===== config.mk =====
export PLATFORM = sky130hd
export DESIGN_NAME = wdtcfg_top
export DESIGN_NICKNAME = d
export VERILOG_FILES = /design/src/hw/wdtcfg_pkg.sv /design/src/hw/wdtcfg_counter.sv /design/src/hw/wdtcfg_top.sv
export SDC_FILE = /design/constraint.sdc
export NUM_CORES = 1
export LEC_CHECK = 0
export BUFFER_PORTS_ARGS = -buffer_cell sky130_fd_sc_hd__buf_4
export CORE_MARGIN = 1
export CORE_UTILIZATION = 40
export DETAILED_ROUTE_END_ITERATION = 7
export PLACE_DENSITY_LB_ADDON = 0.25
export SLEW_MARGIN = 20
export SYNTH_ARGS = -nofsm -noshare
export SYNTH_HDL_FRONTEND = slang
export SYNTH_SLANG_ARGS = --single-unit

===== constraint.sdc =====
create_clock -name core_clk -period 3.8 [get_ports core_clk]
set_input_delay 0.38 -clock core_clk [delete_from_list [all_inputs] [get_ports core_clk]]
set_output_delay 0.38 -clock core_clk [all_outputs]
set_load 0.03 [all_outputs]

===== src/hw/wdtcfg_pkg.sv =====
// Package for the watchdog configuration block: map, fields, constants
package wdtcfg_pkg;
  localparam int unsigned ADDR_W = 4;
  localparam logic [ADDR_W-1:0] ADDR_CTRL = 4'h0;
  localparam logic [ADDR_W-1:0] ADDR_CAUSE = 4'h4;
  localparam logic [ADDR_W-1:0] ADDR_IRQ_STAT = 4'h8;
  localparam logic [ADDR_W-1:0] ADDR_IRQ_MASK = 4'hc;
  localparam int unsigned BIT_IRQ_FLAG = 7;
  localparam int unsigned BIT_IRQ_EN = 6;
  localparam int unsigned BIT_PRE_HI = 5;
  localparam int unsigned BIT_CHG_EN = 4;
  localparam int unsigned BIT_RST_EN = 3;
  localparam int unsigned BIT_CAUSE = 3;
  localparam logic [7:0] CTRL_RESET = 8'h00;
  localparam logic [3:0] PRE_MAX = 4'h9;
  localparam int unsigned BASE_LOG2 = 11;
  localparam int unsigned CNT_W = 21;
  localparam logic [2:0] CHG_WINDOW = 3'h4;
  localparam logic [15:0] VEC_RESET = 16'h0000;
  localparam logic [15:0] VEC_TIMEOUT = 16'h000c;
  localparam logic [5:0] VEC_NUM_TIMEOUT = 6'h07;
  localparam int unsigned EV_W = 2;
  localparam int unsigned EV_IRQ = 0;
  localparam int unsigned EV_RST = 1;
  typedef enum logic [3:0] {
    WDTCFG_STOP = 4'b0001,
    WDTCFG_IRQ = 4'b0010,
    WDTCFG_RST = 4'b0100,
    WDTCFG_IRQ_RST = 4'b1000
  } wdtcfg_mode_type;
  typedef struct packed {
    logic [ADDR_W-1:0] address;
    logic read;
    logic write;
    logic [31:0] writedata;
  } wdtcfg_bus_req_type;
endpackage


===== src/hw/wdtcfg_counter.sv =====
// Time-out counter on core_clk, counting watchdog oscillator ticks
`timescale 1ns/1ps
`default_nettype none
module wdtcfg_counter #(
  parameter int unsigned CNT_W = wdtcfg_pkg::CNT_W
) (
  input wire logic core_clk,
  input wire logic rstn,
  input wire logic osc_tick,
  input wire logic restart,
  input wire logic run,
  input wire logic [3:0] prescale,
  output logic timeout
);
  import wdtcfg_pkg::*;
  logic [CNT_W-1:0] count_ff;
  logic [CNT_W-1:0] limit;
  if (CNT_W < BASE_LOG2 + 10) begin : g_width_check
    $error("counter too narrow");
  end
  // Codes above the top code behave as the top code
  always_comb begin
    limit = '0;
    if (prescale > PRE_MAX) begin
      limit[BASE_LOG2 + 9] = 1'b1;
    end else begin
      limit[BASE_LOG2 + 32'(prescale)] = 1'b1;
    end
  end
  always_ff @(posedge core_clk or negedge rstn) begin
    if (!rstn) begin
      count_ff <= '0;
    end else if (restart || !run) begin
      count_ff <= '0;
    end else if (osc_tick) begin
      count_ff <= (count_ff + 1'b1 >= limit) ? '0 : count_ff + 1'b1;
    end
  end
  assign timeout = run && osc_tick && !restart &&
                   (count_ff + 1'b1 >= limit);
endmodule
`default_nettype wire


===== src/hw/wdtcfg_top.sv =====
// Watchdog configuration, mode decode and register slave
// Operation
// - Fuse off: no enables stops, irq enable interrupts, reset enable resets.
// - Fuse off, both enables: first time-out interrupts, then reset mode.
// - Fuse programmed (0): always system reset mode.
// - Reset-enable clear or prescale change only while change-enable set.
// - Change-enable self-clears four cycles after being written one.
// - Reset-cause flag set forces reset-enable to read set.
// - Prescale codes 0..9 select 2048 to 1048576 oscillator cycles.
// - Prescale msb bit 5, change-enable 4, reset-enable 3, low prescale 2..0.
// - Time-out interrupt goes to address 0x000C, vector 7.
// - Watchdog system reset starts at address 0x0000.
// - Set change-enable and reset-enable together, then new values in four.
// - Interrupt flag set on time-out; cleared by vector or write one.
// - Combined mode: vector clears enable and flag; next time-out resets.
// - Reset-cause flag set on watchdog reset; cleared by power-on or zero.
//
// Added by the designer: the Avalon-MM register port and the register addresses.
`timescale 1ns/1ps
`default_nettype none
module wdtcfg_top (
  input wire logic core_clk,
  input wire logic rstn,
  input wire logic power_on_rst,
  input wire logic always_on_fuse,
  input wire logic osc_tick,
  input wire logic wdr_instr,
  input wire logic irq_global_en,
  input wire logic vector_ack,
  input wire logic [wdtcfg_pkg::ADDR_W-1:0] avs_address,
  input wire logic avs_read,
  input wire logic avs_write,
  input wire logic [31:0] avs_writedata,
  output logic [31:0] avs_readdata,
  output logic avs_waitrequest,
  output logic wdt_irq,
  output logic [15:0] irq_vector_addr,
  output logic [5:0] irq_vector_num,
  output logic sys_reset,
  output logic [15:0] reset_vector_addr,
  output logic irq_out
);
  import wdtcfg_pkg::*;
  wdtcfg_bus_req_type req;
  wdtcfg_mode_type mode;
  logic timeout_irq_flag_ff;
  logic timeout_irq_enable_ff;
  logic reset_enable_bit_ff;
  logic change_enable_bit_ff;
  logic [3:0] prescale_select_ff;
  logic [2:0] chg_cnt_ff;
  logic watchdog_reset_cause_flag_ff;
  logic [EV_W-1:0] irq_stat_ff;
  logic [EV_W-1:0] irq_mask_ff;
  logic ack_ff;
  logic [31:0] avs_readdata_ff;
  logic wdt_irq_ff;
  logic sys_reset_ff;
  logic irq_out_ff;
  logic stopped_ff;
  logic timeout;
  logic wr_ctrl;
  logic wr_cause;
  logic wr_stat;
  logic wr_mask;
  logic rst_en_eff;
  logic [7:0] ctrl_view;
  logic [3:0] wr_pre;
  logic irq_fire;
  logic rst_fire;
  logic [EV_W-1:0] ev;
  logic running;

  function automatic logic hit(input logic [ADDR_W-1:0] a);
    hit = req.write && !ack_ff && (req.address == a);
  endfunction

  assign req = '{address: avs_address, read: avs_read, write: avs_write,
                 writedata: avs_writedata};
  assign wr_ctrl = hit(ADDR_CTRL);
  assign wr_cause = hit(ADDR_CAUSE);
  assign wr_stat = hit(ADDR_IRQ_STAT);
  assign wr_mask = hit(ADDR_IRQ_MASK);
  assign wr_pre = {req.writedata[BIT_PRE_HI], req.writedata[2:0]};
  assign rst_en_eff = reset_enable_bit_ff ||
                      watchdog_reset_cause_flag_ff;
  assign ctrl_view = {timeout_irq_flag_ff, timeout_irq_enable_ff,
                      prescale_select_ff[3], change_enable_bit_ff,
                      rst_en_eff, prescale_select_ff[2:0]};

  // Mode decode
  always_comb begin
    if (!always_on_fuse) begin
      mode = WDTCFG_RST;
    end else begin
      case ({rst_en_eff, timeout_irq_enable_ff})
        2'b00: mode = WDTCFG_STOP;
        2'b01: mode = WDTCFG_IRQ;
        2'b10: mode = WDTCFG_RST;
        2'b11: mode = WDTCFG_IRQ_RST;
        default: mode = WDTCFG_STOP;
      endcase
    end
  end
  assign running = (mode != WDTCFG_STOP);

  always_ff @(posedge core_clk or negedge rstn) begin
    if (!rstn) begin
      stopped_ff <= 1'b1;
    end else begin
      stopped_ff <= !running;
    end
  end

  wdtcfg_counter #(.CNT_W(CNT_W)) u_counter (
    .core_clk(core_clk),
    .rstn(rstn),
    .osc_tick(osc_tick),
    .restart(wdr_instr || (stopped_ff && running)),
    .run(running),
    .prescale(prescale_select_ff),
    .timeout(timeout)
  );

  always_comb begin
    irq_fire = 1'b0;
    rst_fire = 1'b0;
    case (mode)
      WDTCFG_STOP: irq_fire = 1'b0;
      WDTCFG_IRQ: irq_fire = timeout;
      WDTCFG_RST: rst_fire = timeout;
      WDTCFG_IRQ_RST: begin
        // Unserviced flag means the previous interrupt was missed
        irq_fire = timeout && !timeout_irq_flag_ff;
        rst_fire = timeout && timeout_irq_flag_ff;
      end
      default: rst_fire = 1'b0;
    endcase
  end

  // Interrupt flag
  always_ff @(posedge core_clk or negedge rstn) begin
    if (!rstn) begin
      timeout_irq_flag_ff <= CTRL_RESET[BIT_IRQ_FLAG];
    end else if (irq_fire) begin
      timeout_irq_flag_ff <= 1'b1;
    end else if (vector_ack ||
                 (wr_ctrl && req.writedata[BIT_IRQ_FLAG])) begin
      timeout_irq_flag_ff <= 1'b0;
    end
  end

  // Interrupt enable; combined mode drops to reset mode on the vector
  always_ff @(posedge core_clk or negedge rstn) begin
    if (!rstn) begin
      timeout_irq_enable_ff <= CTRL_RESET[BIT_IRQ_EN];
    end else if (wr_ctrl) begin
      timeout_irq_enable_ff <= req.writedata[BIT_IRQ_EN];
    end else if (vector_ack && mode == WDTCFG_IRQ_RST) begin
      timeout_irq_enable_ff <= 1'b0;
    end
  end

  // Reset enable and prescale, guarded by change enable
  always_ff @(posedge core_clk or negedge rstn) begin
    if (!rstn) begin
      reset_enable_bit_ff <= CTRL_RESET[BIT_RST_EN];
      prescale_select_ff <= CTRL_RESET[3:0];
    end else begin
      // Cause flag pins the stored enable set
      if (watchdog_reset_cause_flag_ff) begin
        reset_enable_bit_ff <= 1'b1;
      end else if (wr_ctrl && req.writedata[BIT_RST_EN]) begin
        reset_enable_bit_ff <= 1'b1;
      end else if (wr_ctrl && change_enable_bit_ff) begin
        reset_enable_bit_ff <= 1'b0;
      end
      if (wr_ctrl && change_enable_bit_ff) begin
        prescale_select_ff <= wr_pre;
      end
    end
  end

  // Change enable window
  always_ff @(posedge core_clk or negedge rstn) begin
    if (!rstn) begin
      change_enable_bit_ff <= CTRL_RESET[BIT_CHG_EN];
      chg_cnt_ff <= '0;
    end else if (wr_ctrl && req.writedata[BIT_CHG_EN] &&
                 req.writedata[BIT_RST_EN]) begin
      change_enable_bit_ff <= 1'b1;
      chg_cnt_ff <= CHG_WINDOW;
    end else if (wr_ctrl) begin
      change_enable_bit_ff <= 1'b0;
      chg_cnt_ff <= '0;
    end else if (chg_cnt_ff != '0) begin
      chg_cnt_ff <= chg_cnt_ff - 1'b1;
      if (chg_cnt_ff == 3'h1) begin
        change_enable_bit_ff <= 1'b0;
      end
    end
  end

  // Reset-cause flag
  always_ff @(posedge core_clk or negedge rstn) begin
    if (!rstn) begin
      watchdog_reset_cause_flag_ff <= 1'b0;
    end else if (rst_fire) begin
      watchdog_reset_cause_flag_ff <= 1'b1;
    end else if (power_on_rst ||
                 (wr_cause && !req.writedata[BIT_CAUSE])) begin
      watchdog_reset_cause_flag_ff <= 1'b0;
    end
  end

  // Event status and mask
  assign ev = {rst_fire, irq_fire};
  always_ff @(posedge core_clk or negedge rstn) begin
    if (!rstn) begin
      irq_stat_ff <= '0;
    end else begin
      irq_stat_ff <= ev |
        (irq_stat_ff & ~(wr_stat ? req.writedata[EV_W-1:0] : '0));
    end
  end
  always_ff @(posedge core_clk or negedge rstn) begin
    if (!rstn) begin
      irq_mask_ff <= '0;
    end else if (wr_mask) begin
      irq_mask_ff <= req.writedata[EV_W-1:0];
    end
  end

  // Bus slave: one wait cycle, answer on the second edge
  always_ff @(posedge core_clk or negedge rstn) begin
    if (!rstn) begin
      ack_ff <= 1'b0;
      avs_readdata_ff <= '0;
    end else begin
      ack_ff <= (req.read || req.write) && !ack_ff;
      if (req.read && !ack_ff) begin
        case (req.address)
          ADDR_CTRL: avs_readdata_ff <= {24'h000000, ctrl_view};
          ADDR_CAUSE: avs_readdata_ff <=
            32'(watchdog_reset_cause_flag_ff) << BIT_CAUSE;
          ADDR_IRQ_STAT: avs_readdata_ff <= 32'(irq_stat_ff);
          ADDR_IRQ_MASK: avs_readdata_ff <= 32'(irq_mask_ff);
          default: avs_readdata_ff <= '0;
        endcase
      end
    end
  end

  always_ff @(posedge core_clk or negedge rstn) begin
    if (!rstn) begin
      wdt_irq_ff <= 1'b0;
      sys_reset_ff <= 1'b0;
      irq_out_ff <= 1'b0;
    end else begin
      wdt_irq_ff <= timeout_irq_flag_ff && timeout_irq_enable_ff &&
                    irq_global_en && !irq_fire;
      sys_reset_ff <= rst_fire;
      irq_out_ff <= |(irq_stat_ff & irq_mask_ff);
    end
  end

  assign avs_waitrequest = (avs_read || avs_write) && !ack_ff;
  assign avs_readdata = avs_readdata_ff;
  assign wdt_irq = wdt_irq_ff;
  assign irq_vector_addr = VEC_TIMEOUT;
  assign irq_vector_num = VEC_NUM_TIMEOUT;
  assign sys_reset = sys_reset_ff;
  assign reset_vector_addr = VEC_RESET;
  assign irq_out = irq_out_ff;
endmodule
`default_nettype wire


# Word-level counts from Yosys, hierarchy flattened
# Index checks and enable logic that the tools add are counted.
# word_totals
ff_bits	74
wordCells	115
# classes
mux	29
n_lt_le_gt_ge	4
addsub	3
reduce_logical	48
n_eq_ne	11
bitwise	4
# ops
op	n
21-bit two-way mux	3
32-bit by 1-bit greater-or-equal comparator with 1-bit output, second input constant	1
32-bit by 6-bit < comparator with 1-bit output, second input constant	1
8-bit one-hot mux with 4 select lines	1
1-bit logical AND	24
21-bit by 1-bit adder with 21-bit output, second input constant	1
21-bit greater-or-equal comparator	1
20-bit two-way mux	1
4-bit one-hot mux with 4 select lines	1
1-bit two-way mux	15
4-bit equality test, second input constant	3
3-bit nonzero test	4
3-bit two-way mux	3
4-bit by 3-bit equality test with 1-bit output, second input constant	2
2-bit nonzero test	4
1-bit logical NOT	6
1-bit logical OR	6
4-bit by 4-bit adder with 5-bit output, first input constant	1
1-bit demux with 5-bit select	1
2-bit bitwise AND	2
2-bit equality test, second input constant	2
4-bit by 2-bit equality test with 1-bit output, second input constant	1
4-bit greater-than comparator, second input constant	1
4-bit logical NOT	1
12 further kinds	13

# Logic depth before layout (Yosys ltp)
# Gate-level depths: netlist of run 1.
# depth
word_depth	14
mapped_depth	15
depth_no_buf	14

# By module
# Synthesis of run 1 repeated with hierarchy kept, for this count alone.
# hier_totals
hier_cells	376
area_unflattened_um2	3656.0
# by_module_without_submodules
mod	area_per_inst_um2	cells_each	n_inst
wdtcfg_counter	1854.3	195	1
wdtcfg_top	1801.7	181	1

# Worst setup path after synthesis of run 1
# Ideal clock, no wire load.
# synth_timing
path_kind	register -> register
start	register u_counter.count_ff[0]
end	register u_counter.count_ff[1]
path_stages_with_launch	16
arrival_ns	3.271
period_less_slack_ns	3.337
path_slack_ns	0.463
setup_ns	0.066
cell_sequence	dfrtp_1 -> ha_1 -> nand2_1 -> nor3_2 -> nand4_1 -> or2_2 -> nand2_1 -> nand2_1 -> ha_1 -> nand4_2 -> nor2_1 -> a221o_1 -> a211oi_4 -> and3_1 -> buf_6 -> a22o_1
# synth_via
elab_chain_cells	5
# synth_lines
element	line_no	rtl
from (decl)	wdtcfg_counter.sv:16	logic [CNT_W-1:0] count_ff;
from (signal assigned)	wdtcfg_counter.sv:36	count_ff <= (count_ff + 1'b1 >= limit) ? '0 : count_ff + 1'b1;
21-bit by 1-bit adder with 21-bit output (*)	wdtcfg_counter.sv:36	
21-bit greater-or-equal comparator	wdtcfg_counter.sv:36	
21-bit two-way mux (*)	wdtcfg_counter.sv:36	
21-bit two-way mux (*)	wdtcfg_counter.sv:35	end else if (osc_tick) begin
21-bit two-way mux (*)	wdtcfg_counter.sv:33	end else if (restart || !run) begin
# Every way passes the cells marked *; elsewhere a longest branch is shown, timed or not. The select of a mux whose other input is x is not followed.
# A chain may end at the register's enable or synchronous reset.

# Worst setup path after layout of run 1
# layout_timing
start	register u_counter.count_ff[8]
end	register watchdog_reset_cause_flag_ff
# layout_via
elab_chain_cells	6
elab_cells_between_ends	7
classes_between	1 x add/sub; 1 x order compare; 2 x mux; 3 x reduce/logical
# layout_lines
element	line_no	rtl
21-bit by 1-bit adder with 21-bit output (*)	wdtcfg_counter.sv:40	(count_ff + 1'b1 >= limit);
21-bit greater-or-equal comparator (*)	wdtcfg_counter.sv:40	
1-bit logical AND (*)	wdtcfg_counter.sv:39	assign timeout = run && osc_tick && !restart &&
1-bit logical AND	wdtcfg_top.sv:135	rst_fire = timeout && timeout_irq_flag_ff;
1-bit one-hot mux with 2 select lines (*)	wdtcfg_top.sv:128	case (mode)
named net rst_fire	wdtcfg_top.sv:70	logic rst_fire;
1-bit two-way mux / 2-bit nonzero test (equally long branches)	-	
to (signal assigned)	wdtcfg_top.sv:207	watchdog_reset_cause_flag_ff <= 1'b0;
to (signal assigned)	wdtcfg_top.sv:209	watchdog_reset_cause_flag_ff <= 1'b1;
to (signal assigned)	wdtcfg_top.sv:212	watchdog_reset_cause_flag_ff <= 1'b0;
to (decl)	wdtcfg_top.sv:52	logic watchdog_reset_cause_flag_ff;
# Mark *: on every way through the listed nets, which the timed path passes. The rest lies on a longest branch.

==> flow_metrics.tcl, run 1 <==
set metrics [dict create \
    postRouteAntennaNets 0 \
    core_area_um2 8721 \
    syn-cell-area_um2 3608 \
    fp.dieH_um 96.98 \
    fin_util_pct 46.17 \
    period_share_pct 92.82 \
    cts_root_buf "clkbuf_8" \
    holdWs_ns 0.07812 \
    gr-total-overflow 0 \
    gp_congestion 0.7928 \
    ctsHoldBuffers 0 \
    tns_ns 0 \
    finalHoldViolCount 0 \
    detailroute.via_count 2716 \
    hold_path_class "input pin to async pin" \
    power_mw 1.394 \
    antenna_found_initial 0 \
    r2r_setup_slack_ns 0.27 \
    reg2reg_depth 15 \
    worstPathArrival_ns 3.73 \
    power.density_nw_per_um2 346.3 \
    layout_commonest_cell "conb_1" \
    gr-usage-all-layers_pct 15.86 \
    required_ns 4.01 \
    ys_warn_count 0 \
    status "complete, no violations" \
    grt_max_degree 51 \
    async_reset_ff_share_pct 100.0 \
    final_cell_mix "conb_1 (73), buf_4 (48), dfrtp_1 (47), nand2_1 (41), ha_1 (25)" \
    slew_violations 0 \
    syn_inst 379 \
    cts_made_buffers 5 \
    cts.sinks 50 \
    peakVddDrop_mv 0.2583 \
    cpMostUsedCell "buf_4" \
    tightest_slew_ns 0.6845 \
    io_pins 120 \
    diodes 0 \
    ys_ff_latch 50 \
    finalNonFillerCells 543 \
    cts.path.max_buffers 2 \
    syn2layout_area_growth_pct 11.58 \
    htreeDepth 2 \
    drt-wirelength-per-cell_um 13.49 \
    synth_edf_count 0 \
    dp_cells 533 \
    clk_pin_slew_ns 0.10 \
    crit_path_max_incr_delay_ns 0.43 \
    cts_tree "built" \
    rows 34 \
    clock_skew_ns 0.007445 \
    cp_slowest_cell "dfrtp_1" \
    relSlewSlack_pct 54.01 \
    criticalPathCategory "register to register" \
    p_leak_nw 1.973 \
    maxCapViolCount 0 \
    path_cells "nand3_1 -> nor3_1 -> nand4_1 -> buf_4 -> nor2_1 -> xor2_1 -> ha_1 -> nand4_2 -> nor2_1 -> a221o_1 -> a211oi_4 -> buf_4 -> buf_4 -> a221oi_4 -> a31o_2" \
    die-width_um 96.98 \
    insertion_delay_ns 0.31 \
    fin_nets 505 \
    endpoint_kind "register" \
    dpl.hpwl_um 5545 \
    avgSynthCellArea_um2 9.521 \
    drt_iter0_drc 88 \
    grt_pass1_wl_um 12300 \
    io_buffers 33 \
    grt_pass1_vias 2524 \
    drcViolationCount 0 \
    synthFlopType "dfrtp_1" \
    start_kind "register" \
    dieArea_um2 9405 \
    seq_area_frac_synth_pct 34.71 \
    wl_um 7325 \
    rsz0062_at_grt "no" \
    fmax_mhz 283.5 \
    vias_per_cell 5.002 \
    drive_above_1_share_pct 19.54 \
    firstDrtPassIters 4 \
    critPathMaxFanout 6 \
    fin_crit_ns 3.527 \
    start_util_pct 41.38 \
    setup_violations 0 \
    ys_types 55 \
]
## worst paths after layout
| path | to | startpoint |
|---|---|---|
| max reg2reg | watchdog_reset_cause_flag_ff | u_counter.count_ff[8] |
| min in group core_clk | timeout_irq_enable_ff | avs_writedata[6] |
| min | u_counter.count_ff[7] | rstn |
| max in group asynchronous | u_counter.count_ff[0] | rstn |
| max | watchdog_reset_cause_flag_ff | u_counter.count_ff[8] |
| min reg2reg | ack_ff | ack_ff |
## final cells by class
type | instances | area (um^2)
clock buffer | 5 | 68.82
clock inverter | 3 | 48.80
fill | 863 | 4695
inverter | 10 | 37.54
multi-input combinational | 317 | 2081
sequential | 50 | 1255
tap | 108 | 135.1
timing repair buffer | 50 | 400.4
## metal layers
metal | vias up | GRT usage (%) | part of all wire, %
met3 | 4 | 3.251 | 3.8
met5 | - | 0 | 0
li1 | 1329 | - | -
met2 | 62 | 27.36 | 49
met1 | 1321 | 21.07 | 46
met4 | 0 | 1.722 | 0.35
## metrics by stage
step           instance area, um^2  worst slack [ns]
6_report                      4026            0.2730
4_1_cts                       3996           0.01763
2_1_floorplan                 3875            0.4627
3_3_place_gp                  3879            0.1179
5_1_grt                       4026           0.02468
3_5_place_dp                  3879           0.05954
## synth_stat cells (all sizes together) (2+ instances only)
master / number / share of area (%)
or2: 2 / 0.35
a21oi: 9 / 1.4
a22oi: 2 / 0.42
nor2: 17 / 1.8
nand2b: 3 / 0.52
conb: 2 / 0.21
dfrtp: 49 / 34
o21ai: 12 / 1.7
a22o: 16 / 3.9
a31o: 2 / 0.49
o211ai: 4 / 0.83
buf: 66 / 14
nand4: 7 / 1.4
and3: 7 / 1.2
ha: 25 / 8.7
mux2: 8 / 2.5
a211oi: 3 / 0.97
a21o: 3 / 0.62
mux2i: 6 / 1.7
nor4: 3 / 0.94
xnor2: 10 / 2.4
nand4b: 3 / 0.73
nor3: 10 / 1.8
o22ai: 2 / 0.35
o2111ai: 2 / 0.97
nand3: 15 / 2.2
inv: 10 / 1.0
xor2: 8 / 1.9
a41oi: 6 / 1.5
o31ai: 2 / 0.42
a221o: 2 / 0.55
clkbuf: 7 / 0.73
nand2: 41 / 4.3
nor4b: 2 / 0.66
nor2b: 4 / 0.69
or3: 3 / 0.52
## registers in the layout, summed over array words and instances (netlist names), 2 cells and up
register	flops
u_counter.count_ff	21
avs_readdata	8
prescale_select_ff	4
chg_cnt_ff	3
irq_mask_ff	2
irq_stat_ff	2
## worst max-delay path: cells and delay by family, from the launching register on
| kind | cells | cell delay, ns |
|---|---|---|
| AND/OR/NAND/NOR | 6 | 1.05 |
| flip-flops | 1 | 0.43 |
| buffers and inverters | 3 | 0.51 |
| adder cells (fa/ha/maj) | 1 | 0.29 |
| XOR/XNOR | 1 | 0.22 |
| AO/OA/AOI/OAI | 4 | 0.91 |
## logic make-up after synthesis
family | synth area share, %
compound gates | 14.39
xor+xnor | 4.369
fa+ha+maj | 8.669
buf+inv | 15.53
flops | 34.71
mux | 4.161
other cells | 0.2081
simple gates | 17.96
## repair_timing
| action | 4_1_cts | 5_1_grt |
|---|---|---|
| setup endpoints to repair | 0 | 21 |
| buffers inserted | 0 | 2 |
| gates resized for setup | 0 | 4 |
## power breakdown
part	internal, mW	switching [mW]
registers	0.578	0.0475
clock network	0.201	0.200
logic	0.124	0.244
Note: power is estimated with default switching activity, not from simulation.
==> inputs of run 2 (changes only) <==
--- a/config.mk
+++ b/config.mk
@@ -9,6 +9,7 @@
 export CORE_MARGIN = 1
 export CORE_UTILIZATION = 40
 export DETAILED_ROUTE_END_ITERATION = 7
+export GPL_TIMING_DRIVEN = 0
 export PLACE_DENSITY_LB_ADDON = 0.25
 export SLEW_MARGIN = 20
 export SYNTH_ARGS = -nofsm -noshare
==> flow_metrics.tcl, run 2 (synthesized netlist as in run 1, its figures left out) <==
set metrics [dict create \
    fin_crit_ns 3.564 \
    cp_slowest_cell "dfrtp_1" \
    dieArea_um2 9405 \
    gr-total-overflow 0 \
    start_kind "register" \
    path_cells "buf_4 -> nand3_1 -> or3_1 -> nor3_2 -> xnor2_1 -> ha_1 -> nand4_1 -> nor4_4 -> buf_4 -> a211oi_4 -> buf_6 -> and3_1 -> buf_6 -> a22o_1" \
    drt_iter0_drc 90 \
    period_share_pct 93.80 \
    grt_use_met1_pct 20.72 \
    postRouteAntennaNets 0 \
    endpoint_kind "register" \
    dpl.hpwl_um 5650 \
    wl_um 7534 \
    top_usage_layer "met2" \
    tns_ns 0 \
    top_register "u_counter.count_ff" \
    p_comb_share_pct 29.3 \
    path_depth 14 \
    r2r-start "u_counter.count_ff[0]" \
    p_leak_nw 2.302 \
    r2r_setup_slack_ns 0.24 \
    p_clk_share_pct 27.5 \
    fin_nets 570 \
    gp_congestion 0.7913 \
    die-width_um 96.98 \
    cts_made_buffers 5 \
    status "complete, no violations" \
    peakVddDrop_mv 0.2847 \
    final.fill_count 838 \
    tightest_slew_ns 0.6704 \
    multi_input_area_um2 2108 \
    intPower_uw 951.2 \
    seq_area_um2 1252 \
    relSlewSlack_pct 54.96 \
    insertion_delay_ns 0.31 \
    fin_util_pct 51.56 \
    drive_above_1_share_pct 29.00 \
    cts.path.max_buffers 2 \
    grt_pass1_vias 2722 \
    setup_violations 0 \
    switching_power_uw 493.9 \
    crit_path_max_incr_delay_ns 0.43 \
    finalNonFillerCells 608 \
    vias_per_cell 4.692 \
    slew_violations 0 \
    grt_max_degree 51 \
    critPathTopFamily "simple AND/OR/NAND/NOR gates" \
    crit_path_end "u_counter.count_ff[10]" \
    htreeDepth 2 \
    cp_num_buf_inv 4 \
    worstPathArrival_ns 3.76 \
    required_ns 4.00 \
    syn2layout_area_growth_pct 24.62 \
    detailroute.via_count 2853 \
    cts.sinks 50 \
    criticalPathCategory "register to register" \
    cts_root_buf "clkbuf_8" \
    firstDrtPassIters 4 \
    crit_start "u_counter.count_ff[0]" \
    reg2reg_depth 14 \
    maxCapViolCount 0 \
    switching_share_pct 34.18 \
    io_pins 120 \
    finalHoldViolCount 0 \
    pwr-share-seq_pct 43.2 \
    antenna_found_initial 0 \
    diodes 0 \
    fp.dieH_um 96.98 \
    layout_commonest_cell "buf_4" \
    io_buffers 31 \
    largest_register_ffs 21 \
    hold_path_class "input pin to async pin" \
    rows 34 \
    grt_pass1_wl_um 12850 \
    cts_tree "built" \
    power_mw 1.445 \
    final_cell_mix "buf_4 (104), conb_1 (73), dfrtp_1 (49), nand2_1 (40), ha_1 (24)" \
    groute.layer.met3.usage_pct 3.179 \
    drt-wirelength-per-cell_um 12.39 \
    start_util_pct 41.38 \
    core_area_um2 8721 \
    clk_pin_slew_ns 0.11 \
    fmax_mhz 280.6 \
    gr-usage-all-layers_pct 16.62 \
    power.density_nw_per_um2 321.4 \
    r2r-end "u_counter.count_ff[10]" \
    drcViolationCount 0 \
    dp_cells 589 \
    critPathMaxFanout 10 \
    grt_util_met2_pct 29.63 \
    clock_skew_ns 0.01156 \
]
[run 2: cell count changes in the layout (fill, tap and decap cells not counted), moves of 2 or more]
cell,previous run,this run
dfrtp_2,2,0
clkbuf_1,0,6
buf_4,48,104
nor3_1,8,6
buf_6,0,3
buf_12,2,0
dfrtp_1,47,49
[run 2: cell type report]
cell class / count / share of cell area, %
Multi-Input combinational cell: 317 / 46.88
Sequential cell: 50 / 27.85
Buffer: 72 / 11.55
Timing Repair Buffer: 43 / 7.262
Tap cell: 108 / 3.005
Clock buffer: 5 / 1.530
Clock inverter: 3 / 1.085
Inverter: 10 / 0.8347
[run 2: per-layer routing]
layer | vias up | wire [um] | share of wire (%)
met2 | 57 | 3803 | 50
li1 | 1459 | - | -
met1 | 1331 | 3380 | 45
met5 | - | 0 | 0
met4 | 0 | 68 | 0.90
met3 | 6 | 282 | 3.7
[run 2: worst min path at each step]
stage | to | from | cells after the start
after floorplan | ack_ff | rstn | 0
after global placement | u_counter.count_ff[4] | rstn | 1
after detailed placement | u_counter.count_ff[4] | rstn | 1
after CTS | u_counter.count_ff[4] | rstn | 1
after global routing | u_counter.count_ff[6] | rstn | 1
final | u_counter.count_ff[3] | rstn | 1
[run 2: what timing repair did]
| item | in CTS | in global routing |
|---|---|---|
| setup buffers | 5 | 7 |
| pin swaps | 3 | 6 |
| setup endpoints to repair | 27 | 26 |
| hold buffers | 0 | 0 |
| gates resized for setup | 0 | 10 |
[run 2: stage by stage]
step / hold slack [ns] / area, um^2 / setup slack, ns
finish: 0.07398 / 4497 / 0.2357
global route: 0.1390 / 4497 / -0.01411
CTS: 0.1028 / 4398 / 0.07716
detailed placement: 0.4543 / 4243 / -0.1803
global placement: 0.4555 / 4243 / -0.1122
floorplan: 0.08441 / 3875 / 0.4627
[run 2: power groups by stage]
stage	Clock, mW	Combinational [mW]	Sequential [mW]
5_1_grt	0.431	0.468	0.632
3_5_place_dp	0	0.411	0.634
2_1_floorplan	0	0.331	0.626
6_report	0.397	0.423	0.625
3_3_place_gp	0	0.402	0.633
4_1_cts	0.408	0.413	0.624
==> inputs of run 3 (changes only) <==
--- a/config.mk
+++ b/config.mk
@@ -5,9 +5,10 @@
 export SDC_FILE = /design/constraint.sdc
 export NUM_CORES = 1
 export LEC_CHECK = 0
-export BUFFER_PORTS_ARGS = -buffer_cell sky130_fd_sc_hd__buf_4
+export BUFFER_PORTS_ARGS = -buffer_cell sky130_fd_sc_hd__buf_2
 export CORE_MARGIN = 1
 export CORE_UTILIZATION = 40
+export CTS_BUF_LIST = sky130_fd_sc_hd__clkbuf_2
 export DETAILED_ROUTE_END_ITERATION = 7
 export GPL_TIMING_DRIVEN = 0
 export PLACE_DENSITY_LB_ADDON = 0.25
==> flow_metrics.tcl, run 3 (synthesized netlist as in run 1, its figures left out) <==
set metrics [dict create \
    holdWs_ns 0.1007 \
    hold_path_class "input pin to register" \
    cts.sinks 50 \
    worstPathArrival_ns 3.98 \
    fin_nets 569 \
    fp.dieH_um 96.98 \
    drt_iter0_drc 85 \
    tns_ns 0 \
    dr_wl_met2_um 3859 \
    detailroute.via_count 2844 \
    grt_pass1_wl_um 12790 \
    dp_worst_setup_slack_ns -0.1541 \
    cts_root_buf "clkbuf_2" \
    cts.path.max_buffers 2 \
    top_register "u_counter.count_ff" \
    largest_register_ffs 21 \
    grt_max_degree 51 \
    wl_um 7618 \
    rows 34 \
    htreeDepth 2 \
    start_util_pct 41.38 \
    dieArea_um2 9405 \
    vias_per_cell 4.685 \
    grt_pass1_vias 2719 \
    criticalPathCategory "register to register" \
    tightest_slew_ns 0.6586 \
    finalNonFillerCells 607 \
    gr-usage-all-layers_pct 16.58 \
    relSlewSlack_pct 55.75 \
    layout_commonest_cell "conb_1" \
    core_area_um2 8721 \
    setup_violations 0 \
    fin_crit_ns 3.606 \
    power_mw 1.353 \
    start_kind "register" \
    fmax_mhz 277.3 \
    period_share_pct 94.89 \
    status "complete, no violations" \
    drive_above_1_share_pct 28.46 \
    dpl.hpwl_um 5714 \
    setup_ws_ns 0.1940 \
    crit_path_max_incr_delay_ns 0.49 \
    final_cell_mix "conb_1 (73), buf_4 (72), dfrtp_1 (47), nand2_1 (41), buf_2 (31)" \
    critPathMaxFanout 10 \
    firstDrtPassIters 4 \
    required_ns 4.18 \
    maxCapViolCount 0 \
    finalHoldViolCount 0 \
    cts_tree "built" \
    insertion_delay_ns 0.47 \
    endpoint_kind "register" \
    cp_slowest_cell "dfrtp_1" \
    io_pins 120 \
    clock_skew_ns 0.03228 \
    gp_congestion 0.7376 \
    p_leak_nw 2.265 \
    antenna_found_initial 0 \
    postRouteAntennaNets 0 \
    wl_met3_um 278 \
    cts_made_buffers 5 \
    io_buffers 31 \
    drcViolationCount 0 \
    diodes 0 \
    die-width_um 96.98 \
    gr-total-overflow 0 \
    dp_cells 589 \
    wl_met1_um 3383 \
    power.density_nw_per_um2 309.7 \
    clk_pin_slew_ns 0.30 \
    drt-wirelength-per-cell_um 12.55 \
    path_cells "ha_4 -> nand2_1 -> nor3_4 -> nand4_1 -> buf_4 -> xnor2_1 -> ha_1 -> nand4_1 -> nor4_4 -> buf_4 -> o2111ai_4 -> and3_1 -> buf_6 -> a22o_1" \
    dr.max_layer_used "met4" \
    peakVddDrop_mv 0.3244 \
    syn2layout_area_growth_pct 21.05 \
    slew_violations 0 \
]
[run 3: repair_timing]
action / in CTS / in global routing
hold buffers: 1 / 0
setup buffers: 4 / 7
pin swaps: 2 / 4
hold endpoints to repair: 49 / 0
gates resized for setup: 0 / 10
endpoints found under the setup margin: 26 / 27
[run 3: per-layer routing]
metal	vias up	global-route usage, %
li1	1454	-
met3	10	2.673
met5	-	0
met1	1317	20.96
met2	63	29.41
met4	0	4.018
[run 3: final timing paths]
check / from / end / slack [ns] / cells after the start
setup / recovery: u_counter.count_ff[0] / u_counter.count_ff[9] / 0.19 / 14
hold / removal: avs_writedata[6] / timeout_irq_enable_ff / 0.10 / 3
setup reg to reg: u_counter.count_ff[0] / u_counter.count_ff[9] / 0.19 / 14
hold reg to reg: ack_ff / ack_ff / 0.51 / 1
max in group asynchronous: rstn / avs_readdata[3] / 2.93 / 2
min in group asynchronous: rstn / u_counter.count_ff[4] / 0.41 / 2
[run 3: critical path, delay by kind of cell, from the launching register on]
kind | cells | cell delay [ns]
AOI/OAI and AO/OA | 2 | 0.45
buffers and inverters | 3 | 0.56
adders and majority gates | 2 | 0.52
DFF | 1 | 0.49
and+or+nand+nor | 6 | 1.35
xor gates and xnor gates | 1 | 0.13
[run 3: per-stage QoR]
step           cell area [um^2]  util, %
6_report                   4368    50.09
5_1_grt                    4368    50.09
4_1_cts                    4280    49.08
3_5_place_dp               4168    47.79
3_3_place_gp               4165    47.76
2_1_floorplan              3875        -
[run 3: area by class of cell]
type                    count  area, um^2
clock inverters             3       47.55
plain buffers              72       519.2
multi-input cells         317        2102
repair buffers             42       246.5
fillers                   841        4353
inverters                  10       37.54
well taps                 108       135.1
clock buffers               5       25.02
flip-flops and latches     50        1255
[run 3: where the power goes]
part	total (mW)	switching, mW	internal, mW	leakage [nW]
Clock	0.309	0.194	0.115	0.0436
Sequential	0.627	0.0478	0.579	0.676
Combinational	0.416	0.250	0.166	1.55
